File: src/rtl/tssc_pkg.sv
// tssc_pkg: command codes, field positions and reset values for the
// tearing / access-order / scroll-start command interpreter.
// assumes: both ends share one clock and one synchronous reset.
package tssc_pkg;
   localparam logic [7:0] TSSC_CMD_NOP = 8'h00;
   localparam logic [7:0] TSSC_CMD_SW_RESET = 8'h01;
   localparam logic [7:0] TSSC_CMD_SLEEP_IN = 8'h10;
   localparam logic [7:0] TSSC_CMD_SLEEP_OUT = 8'h11;
   localparam logic [7:0] TSSC_CMD_PARTIAL_ON = 8'h12;
   localparam logic [7:0] TSSC_CMD_NORMAL_ON = 8'h13;
   localparam logic [7:0] TSSC_CMD_TEAR_OFF = 8'h34;
   localparam logic [7:0] TSSC_CMD_TEAR_ON = 8'h35;
   localparam logic [7:0] TSSC_CMD_ACCESS_ORDER = 8'h36;
   localparam logic [7:0] TSSC_CMD_SCROLL_START = 8'h37;
   // access order and tear parameter bit positions; order mask and reset values
   localparam int TSSC_BIT_ROW_ORDER = 7;
   localparam int TSSC_BIT_COL_ORDER = 6;
   localparam int TSSC_BIT_ROW_COL_SWAP = 5;
   localparam int TSSC_BIT_SCAN_DIR = 4;
   localparam int TSSC_BIT_BGR = 3;
   localparam logic [7:0] TSSC_ORDER_KEEP_MASK = 8'hF8;
   localparam int TSSC_BIT_TEAR_MODE = 0;
   localparam logic [7:0] TSSC_ORDER_RESET = 8'h00;
   localparam logic [15:0] TSSC_SCROLL_RESET = 16'h0000;
   // host command port (software side)
   localparam logic [1:0] TSSC_ADDR_CMD = 2'h0;
   localparam logic [1:0] TSSC_ADDR_PARAM = 2'h1;
   localparam logic [1:0] TSSC_ADDR_STATUS = 2'h2;
endpackage

File: src/rtl/tssc_link_if.sv
// tssc_link_if: byte link from host to display device.
// assumes: one byte per cycle when wr_stb high, no back-pressure.
`timescale 1ns/1ps
interface tssc_link_if;
   logic wr_stb;
   logic data_cmd_sel;
   logic [7:0] data;
   modport host (output wr_stb, output data_cmd_sel, output data);
   modport dev (input wr_stb, input data_cmd_sel, input data);
endinterface

File: src/rtl/tssc_dev.sv
// tssc_dev: device end; decodes tearing, access order and scroll start.
// assumes: link bytes arrive synchronous to i_sys_clk; frame and line
// blanking come from the panel timing logic on the same clock.
`timescale 1ns/1ps
module tssc_dev
   import tssc_pkg::*;
(
   // clock and reset
   input wire logic i_sys_clk,
   input wire logic i_rst_n,
   // link from host
   tssc_link_if.dev link,
   // panel timing
   input wire logic i_frame_start,
   input wire logic i_vblank,
   input wire logic i_hblank,
   // settings out
   output logic o_tear_sync_out,
   output logic o_row_order,
   output logic o_col_order,
   output logic o_row_col_swap,
   output logic o_refresh_scan_dir,
   output logic o_bgr_order,
   output logic [15:0] o_scroll_start_line,
   output logic o_scroll_mode,
   output logic o_partial_mode,
   output logic o_sleep_mode
);
   typedef enum {TSSC_IDLE, TSSC_TEAR_P, TSSC_ORDER_P, TSSC_SCROLL_HI,
                 TSSC_SCROLL_LO} tssc_dec_e;

   tssc_dec_e state_reg;
   logic tear_en_reg;
   logic tear_mode_reg;
   logic [7:0] order_reg;
   logic [7:0] scroll_hi_reg;
   logic [15:0] scroll_pend_reg;
   logic scroll_upd_reg;
   logic [15:0] scroll_reg;
   logic scroll_mode_reg;
   logic partial_reg;
   logic sleep_reg;
   logic tear_out_reg;
   logic cmd_stb;
   logic par_stb;
   logic sw_rst;
   logic mode_exit;

   // command of the given code taken this cycle
   function automatic logic cmd_is(input logic stb, input logic [7:0] val,
         input logic [7:0] code);
      return stb && val == code;
   endfunction

   // parameter byte taken while the sequencer waits in the given state
   function automatic logic par_in(input logic stb, input tssc_dec_e cur,
         input tssc_dec_e want);
      return stb && cur == want;
   endfunction

   assign cmd_stb = link.wr_stb && !link.data_cmd_sel;
   assign par_stb = link.wr_stb && link.data_cmd_sel;
   assign sw_rst = cmd_is(cmd_stb, link.data, TSSC_CMD_SW_RESET);
   // partial-on and normal-on both leave vertical scroll
   assign mode_exit = cmd_is(cmd_stb, link.data, TSSC_CMD_PARTIAL_ON)
      || cmd_is(cmd_stb, link.data, TSSC_CMD_NORMAL_ON);

   // parameter sequencing; a command byte always restarts it
   always_ff @(posedge i_sys_clk) begin
      if (!i_rst_n) begin
         state_reg <= TSSC_IDLE;
      end else if (cmd_stb) begin
         unique case (link.data)
            TSSC_CMD_TEAR_ON: state_reg <= TSSC_TEAR_P;
            TSSC_CMD_ACCESS_ORDER: state_reg <= TSSC_ORDER_P;
            TSSC_CMD_SCROLL_START: begin
               // partial mode drops the command and its bytes
               state_reg <= partial_reg ? TSSC_IDLE : TSSC_SCROLL_HI;
            end
            default: state_reg <= TSSC_IDLE;
         endcase
      end else if (par_stb) begin
         unique case (state_reg)
            TSSC_SCROLL_HI: state_reg <= TSSC_SCROLL_LO;
            // stray or extra bytes fall back to idle and are dropped
            default: state_reg <= TSSC_IDLE;
         endcase
      end
   end

   // tearing enable and mode
   always_ff @(posedge i_sys_clk) begin
      if (!i_rst_n || sw_rst) begin
         tear_en_reg <= 1'b0;
         tear_mode_reg <= 1'b0;
      end else if (cmd_is(cmd_stb, link.data, TSSC_CMD_TEAR_OFF)) begin
         tear_en_reg <= 1'b0;
      end else if (par_in(par_stb, state_reg, TSSC_TEAR_P)) begin
         // only bit0 matters; the rest of the byte is ignored
         tear_en_reg <= 1'b1;
         tear_mode_reg <= link.data[TSSC_BIT_TEAR_MODE];
      end
   end

   // access order; soft reset leaves it alone
   always_ff @(posedge i_sys_clk) begin
      if (!i_rst_n) begin
         order_reg <= TSSC_ORDER_RESET;
      end else if (par_in(par_stb, state_reg, TSSC_ORDER_P)) begin
         order_reg <= link.data & TSSC_ORDER_KEEP_MASK;
      end
   end

   // scroll start line: high byte held, whole word staged on low byte
   always_ff @(posedge i_sys_clk) begin
      if (!i_rst_n || sw_rst) begin
         scroll_hi_reg <= TSSC_SCROLL_RESET[15:8];
         scroll_pend_reg <= TSSC_SCROLL_RESET;
         scroll_upd_reg <= 1'b0;
         scroll_reg <= TSSC_SCROLL_RESET;
      end else begin
         if (par_in(par_stb, state_reg, TSSC_SCROLL_HI)) begin
            scroll_hi_reg <= link.data;
         end
         // a low byte beside a frame start waits for the next frame
         if (par_in(par_stb, state_reg, TSSC_SCROLL_LO)) begin
            scroll_pend_reg <= {scroll_hi_reg, link.data};
            scroll_upd_reg <= 1'b1;
         end else if (i_frame_start && scroll_upd_reg) begin
            scroll_reg <= scroll_pend_reg;
            scroll_upd_reg <= 1'b0;
         end
      end
   end

   // display modes
   always_ff @(posedge i_sys_clk) begin
      if (!i_rst_n || sw_rst) begin
         scroll_mode_reg <= 1'b0;
         partial_reg <= 1'b0;
         sleep_reg <= 1'b1;
      end else begin
         if (mode_exit) begin
            scroll_mode_reg <= 1'b0;
            partial_reg <= cmd_is(cmd_stb, link.data, TSSC_CMD_PARTIAL_ON);
         end else if (par_in(par_stb, state_reg, TSSC_SCROLL_LO)) begin
            scroll_mode_reg <= 1'b1;
         end
         // power-up is sleep-in, so the tear pin stays low until sleep-out
         if (cmd_is(cmd_stb, link.data, TSSC_CMD_SLEEP_IN)) begin
            sleep_reg <= 1'b1;
         end else if (cmd_is(cmd_stb, link.data, TSSC_CMD_SLEEP_OUT)) begin
            sleep_reg <= 1'b0;
         end
      end
   end

   // tear output registered; scan direction deliberately not involved
   // one cycle behind the blanking inputs, so the pin never glitches
   always_ff @(posedge i_sys_clk) begin
      if (!i_rst_n) begin
         tear_out_reg <= 1'b0;
      end else if (!tear_en_reg || sleep_reg) begin
         tear_out_reg <= 1'b0;
      end else if (tear_mode_reg) begin
         tear_out_reg <= i_vblank || i_hblank;
      end else begin
         tear_out_reg <= i_vblank;
      end
   end

   assign o_tear_sync_out = tear_out_reg;
   assign o_row_order = order_reg[TSSC_BIT_ROW_ORDER];
   assign o_col_order = order_reg[TSSC_BIT_COL_ORDER];
   assign o_row_col_swap = order_reg[TSSC_BIT_ROW_COL_SWAP];
   assign o_refresh_scan_dir = order_reg[TSSC_BIT_SCAN_DIR];
   assign o_bgr_order = order_reg[TSSC_BIT_BGR];
   // scan address; row mapping is done by the refresh logic
   assign o_scroll_start_line = scroll_reg;
   assign o_scroll_mode = scroll_mode_reg;
   assign o_partial_mode = partial_reg;
   assign o_sleep_mode = sleep_reg;
endmodule

File: src/flat_wrapper.sv
// flat-port wrapper written by rule: the top's interface ports become plain ports
module tssc_dev_flat import tssc_pkg::*;
  (i_sys_clk, i_rst_n, i_frame_start, i_vblank, i_hblank, o_tear_sync_out, o_row_order, o_col_order, o_row_col_swap, o_refresh_scan_dir, o_bgr_order, o_scroll_start_line, o_scroll_mode, o_partial_mode, o_sleep_mode, link_wr_stb, link_data_cmd_sel, link_data);
  tssc_link_if link_i ();
  input wire logic i_sys_clk;
  input wire logic i_rst_n;
  input wire logic i_frame_start;
  input wire logic i_vblank;
  input wire logic i_hblank;
  output logic o_tear_sync_out;
  output logic o_row_order;
  output logic o_col_order;
  output logic o_row_col_swap;
  output logic o_refresh_scan_dir;
  output logic o_bgr_order;
  output logic [15:0] o_scroll_start_line;
  output logic o_scroll_mode;
  output logic o_partial_mode;
  output logic o_sleep_mode;
  input wire logic [$bits(link_i.wr_stb)-1:0] link_wr_stb;
  input wire logic [$bits(link_i.data_cmd_sel)-1:0] link_data_cmd_sel;
  input wire logic [$bits(link_i.data)-1:0] link_data;
  assign link_i.wr_stb = link_wr_stb;
  assign link_i.data_cmd_sel = link_data_cmd_sel;
  assign link_i.data = link_data;
  tssc_dev u_core (.i_sys_clk(i_sys_clk), .i_rst_n(i_rst_n), .link(link_i), .i_frame_start(i_frame_start), .i_vblank(i_vblank), .i_hblank(i_hblank), .o_tear_sync_out(o_tear_sync_out), .o_row_order(o_row_order), .o_col_order(o_col_order), .o_row_col_swap(o_row_col_swap), .o_refresh_scan_dir(o_refresh_scan_dir), .o_bgr_order(o_bgr_order), .o_scroll_start_line(o_scroll_start_line), .o_scroll_mode(o_scroll_mode), .o_partial_mode(o_partial_mode), .o_sleep_mode(o_sleep_mode));
endmodule
File: config.mk
export PLATFORM = sky130hd
export DESIGN_NAME = tssc_dev_flat
export DESIGN_NICKNAME = d
export VERILOG_FILES = /design/src/rtl/tssc_pkg.sv /design/src/rtl/tssc_link_if.sv /design/src/rtl/tssc_dev.sv /design/src/flat_wrapper.sv
export SDC_FILE = /design/constraint.sdc
export NUM_CORES = 1
export LEC_CHECK = 0
export BUFFER_PORTS_ARGS = -buffer_cell sky130_fd_sc_hd__clkbuf_2
export CELL_PAD_IN_SITES_DETAIL_PLACEMENT = 0
export CELL_PAD_IN_SITES_GLOBAL_PLACEMENT = 1
export CORE_MARGIN = 3
export CORE_UTILIZATION = 35
export CTS_CLUSTER_SIZE = 14
export DETAILED_ROUTE_END_ITERATION = 16
export GPL_TIMING_DRIVEN = 0
export PLACE_DENSITY_LB_ADDON = 0.1
export SYNTH_ARGS = -nofsm -noshare
export SYNTH_HDL_FRONTEND = slang
export SYNTH_SLANG_ARGS = --single-unit
File: constraint.sdc
create_clock -name i_sys_clk -period 4.25 [get_ports i_sys_clk]
set_input_delay 0.6375 -clock i_sys_clk [delete_from_list [all_inputs] [get_ports i_sys_clk]]
set_output_delay 0.6375 -clock i_sys_clk [all_outputs]
set_load 0.05 [all_outputs]
# Word-level counts from Yosys, hierarchy flattened
# Index checks and enable logic that the tools add are counted.
[totals] regBits=84 inputBits=15 output_inout_bits=25 word_cells=65
[classes] eq_ne=14 n_mux=8 bitwise_logic=3 reduce_logical=28
[ops] operator="one-hot mux 32 bit (3 select lines)" n=1
[ops] operator="== test 32 x 2 -> 1 bit, second input constant" n=2
[ops] operator="== test 32 x 3 -> 1 bit, second input constant" n=2
[ops] operator="2-to-1 mux 32 bit" n=2
[ops] operator="== test 32 x 4 -> 1 bit, second input constant" n=1
[ops] operator="== test 8 x 5 -> 1 bit, second input constant" n=4
[ops] operator="== test 8 x 6 -> 1 bit, second input constant" n=4
[ops] operator="logical AND 1 bit" n=13
[ops] operator="== test 8 x 1 -> 1 bit, second input constant" n=1
[ops] operator="OR reduction 2 bit" n=4
[ops] operator="logical OR 1 bit" n=4
[ops] operator="AND reduction 2 bit" n=2
[ops] operator="nonzero test 2 bit" n=2
[ops] operator="logical NOT 1 bit" n=3
[ops] operator="2-to-1 mux 1 bit" n=3
[ops] operator="2-to-1 mux 3 bit" n=1
[ops] operator="NOT 1 bit" n=3
[ops] operator="2-to-1 mux 2 bit" n=1

# Logic depth before layout (Yosys ltp)
[depth] ltp_word=5 mapped_depth=6 ltp_nobuf=4

# Least setup slack after synthesis
# OpenSTA, ideal clock, no wires.
[synth_timing] path_kind="input to register" from="in link_data_cmd_sel" to="reg u_core.scroll_mode_reg (netlist: u_core.o_scroll_mode)" setup_time_ns=0.116 t_arrival_ns=1.817 t_required_ns=4.134 setup_slack_ns=2.317 stages=5 path_cell_list="and2b_1 > or4b_4 > o21ai_4 > buf_6 > nor2_1"
[synth_via] elab_chain_len=5 elab_cells_between_ends=10
[synth_lines] element="start, declared" line_no="flat_wrapper.sv:21" source="input wire logic [$bits(link_i.data_cmd_sel)-1:0] link_data_cmd_sel;"
[synth_lines] element="logical NOT 1 bit" line_no="tssc_dev.sv:61" source="assign cmd_stb = link.wr_stb && !link.data_cmd_sel;"
[synth_lines] element="logical AND 1 bit" line_no="tssc_dev.sv:61"
[synth_lines] element="logical AND 1 bit" line_no="tssc_dev.sv:52" source="return stb && val == code;"
[synth_lines] element="logical OR 1 bit, on equally long branches" line_no="tssc_dev.sv:138, tssc_dev.sv:66"
[synth_lines] element="OR reduction 2 bit (no source line)"
[synth_lines] element="end signal, assigned" line_no="tssc_dev.sv:139" source="scroll_mode_reg <= 1'b0;"
[synth_lines] element="end signal, assigned" line_no="tssc_dev.sv:144" source="scroll_mode_reg <= 1'b0;"
[synth_lines] element="end signal, assigned" line_no="tssc_dev.sv:147" source="scroll_mode_reg <= 1'b1;"
[synth_lines] element="end, declared" line_no="tssc_dev.sv:40" source="logic scroll_mode_reg;"
# Parallel ways exist; a longest one is shown, timed or not.
# A chain may end at the register's enable or synchronous reset.

# Final worst setup path
[layout_timing] from="in link_data_cmd_sel" to="reg u_core.scroll_reg[1] (netlist: u_core.o_scroll_start_line[1])"
[layout_via] elab_chain_len=4 elab_cells_between_ends=8
[layout_lines] element="logical AND 1 bit or logical NOT 1 bit (tied branches)" line_no="tssc_dev.sv:62, tssc_dev.sv:61"
[layout_lines] element="logical AND 1 bit, on equally long branches" line_no="tssc_dev.sv:58, tssc_dev.sv:61"
[layout_lines] element="NOT 1 bit (no source line) or logical AND 1 bit (tied branches)"
[layout_lines] element="AND reduction 2 bit (no source line) or logical OR 1 bit (tied branches)"
[layout_lines] element="end signal, assigned" line_no="tssc_dev.sv:130" source="scroll_reg <= scroll_pend_reg;"
[layout_lines] element="end, declared" line_no="tssc_dev.sv:39" source="logic [15:0] scroll_reg;"
# Parallel ways exist; a longest one is shown, timed or not.

==> impl_metrics.json <==
{
  "finalSetupTns_ns": 0,
  "status": "finished clean",
  "power.density_nw_per_um2": 347,
  "fin_nets": 261,
  "grt-ovfl-total": 0,
  "maxCapViolations": 0,
  "cpMaxStageDelayCell": "or4b_4",
  "fp.dieH_um": 83.7,
  "required_ns": 4.45,
  "gr-max-usage-layer": "met2",
  "ioPinCount": 40,
  "period_needed_ns": 1.91,
  "worstPathArrival_ns": 2.11,
  "syn_area_um2": 2110,
  "rsz0062_at_grt": "no",
  "relSlewSlack_pct": 57.5,
  "final_cell_mix": "55 x dfxtp_1, 48 x nor2_1, 47 x mux2i_1",
  "leakagePower_nw": 1.00,
  "drive_gt1_share_pct": 22.3,
  "cts_setup_buffers": 0,
  "max_stage_delay_ns": 0.49,
  "vias_per_cell": 4.63,
  "instances_no_fill": 319,
  "die_area_um2": 7000,
  "async_flop_share_pct": 0,
  "cts-root-buf": "clkbuf_8",
  "drc": 0,
  "grt_util_met3_pct": 3.36,
  "peakVddDrop_uv": 257,
  "ys_ff_latch": 55,
  "insertion_delay_ns": 0.31,
  "grt_pass1_wl_mm": 7.43,
  "hold_class": "reg -> reg",
  "clock_skew_ns": 0.00873,
  "pre_cts_ws_ns": 2.03,
  "hold_buffers": 0,
  "yosys-top-cells-area": "dfxtp_1 52%, mux2i_1 22%, nor2_1 8.5%, buf_6 2.7%, nor2b_1 2.4%",
  "fmax_mhz": 523,
  "endpoint_kind": "register",
  "syn-num-nets": 217,
  "vias": 1476,
  "finalHoldViolCount": 0,
  "synth_cells": 202,
  "drt-initial-drc-count": 50,
  "drv_slew": 0,
  "start_kind": "primary input",
  "synth-edff-count": 0,
  "ys.flop_type": "dfxtp_1",
  "cp_cell_sequence": "clkbuf_2, and2b_1, or4b_4, o21ai_4, buf_6, nor2_1",
  "cts_buffer_depth": 2,
  "cts_buffers": 5,
  "yosysWarnings": 0,
  "dp_cells": 311,
  "wl_per_cell_um": 14.3,
  "synth_seq_area_share_pct": 52.2,
  "gp_congestion": 0.724,
  "finalSetupViolCount": 0,
  "die_w_um": 83.7,
  "post-route-period-util_pct": 45.0,
  "fin_util_pct": 43.8,
  "synth_top_area_cell": "dfxtp_1",
  "path_clk_slew_ns": 0.10,
  "grt_max_degree": 16,
  "yosys.cell_types.count": 31,
  "total_power_mw": 0.863,
  "htreeDepth": 2,
  "postSynthAreaPerCell_um2": 10.4,
  "grtUsageTotal_pct": 13.6,
  "ff_latch_area_um2": 1100,
  "grt_use_met2_pct": 20.1,
  "io_buffer_count": 37,
  "worstPathMaxFanout": 10,
  "post-dp-hpwl_mm": 3.24,
  "final.setup.worst_slack_ns": 2.34,
  "cts_tree": "yes",
  "tightest_slew_ns": 0.635,
  "critPathKind": "in -> reg",
  "grt_use_met1_pct": 19.0,
  "coreArea_um2": 5680,
  "drt-pass1-iter-count": 4,
  "antenna_found_initial": 0,
  "cts.sinks": 55,
  "multiInputGateArea_um2": 915,
  "drt_wl_total_mm": 4.57,
  "ctsResizeCount": 0,
  "yosysTopAreaCellShare_pct": 52.2,
  "fillerInstances": 567,
  "num_rows": 27,
  "start_util_pct": 37.2,
  "area_delta_synth_final_pct": 17.8,
  "antenna_left": 0,
  "grt_pass1_vias": 1418,
  "num_antenna_cells": 0,
  "final_common_cell": "dfxtp_1"
}
==> cell usage after synthesis (all sizes together), types with 2 or more instances <==
master and n:
dfxtp 55, nor2 48, mux2i 47, nor2b 8, buf 7, nand2 5, inv 4, clkbuf 3
nor3 3, a21oi 2, a32oi 2, nand3 2, o21ai 2
==> path summary, 6_finish.rpt <==
check,from,endpoint,slack [ns],cells after the start
max reg2reg,u_core.state_reg[1],u_core.o_scroll_start_line[10],2.52,5
min reg2reg,u_core.tear_en_reg,u_core.o_tear_sync_out,0.45,2
max,link_data_cmd_sel,u_core.o_scroll_start_line[1],2.34,6
min,u_core.tear_en_reg,u_core.o_tear_sync_out,0.45,2
==> cell families (layout without fill, tap and decap cells) <==
group	after synthesis	count (layout)	synth area share, %
DFF	55	55	52.2
and+or+nand+nor	76	76	17.0
buffers and inverters	14	59	4.50
muxes	47	47	22.3
AOI/OAI and AO/OA	10	10	4.03
==> power by group <==
group          switching, mW  internal [mW]
logic                 0.0233         0.0122
registers          0.0000656          0.515
clock network          0.163          0.149
total                  0.187          0.676
==> routing by layer <==
layer | part of all wire, % | routed length [um]
met4 | 1.2 | 55
met1 | 52 | 2380
met2 | 42 | 1920
met3 | 4.7 | 213
met5 | 0 | 0
==> worst max-delay path, delay by kind of cell <==
kind                   cells  cell delay (ns)
AO/OA/AOI/OAI              1             0.37
buffers and inverters      2             0.31
AND/OR/NAND/NOR            3             0.80
==> stage by stage <==
step                area, um2  hold slack [ns]
floorplan                2110            0.415
global placement         2390            0.441
detailed placement       2390            0.435
CTS                      2490            0.449
global route             2490            0.473
finish                   2490            0.452
==> area by class of cell <==
class | count | share of cell area, %
Tap cell | 72 | 3.62
Multi-Input combinational cell | 133 | 36.8
Clock buffer | 8 | 4.03
Inverter | 4 | 0.604
Sequential cell | 55 | 44.3
Buffer | 10 | 3.22
Timing Repair Buffer | 37 | 7.45
No activity file was read; power rests on OpenSTA's default activity.
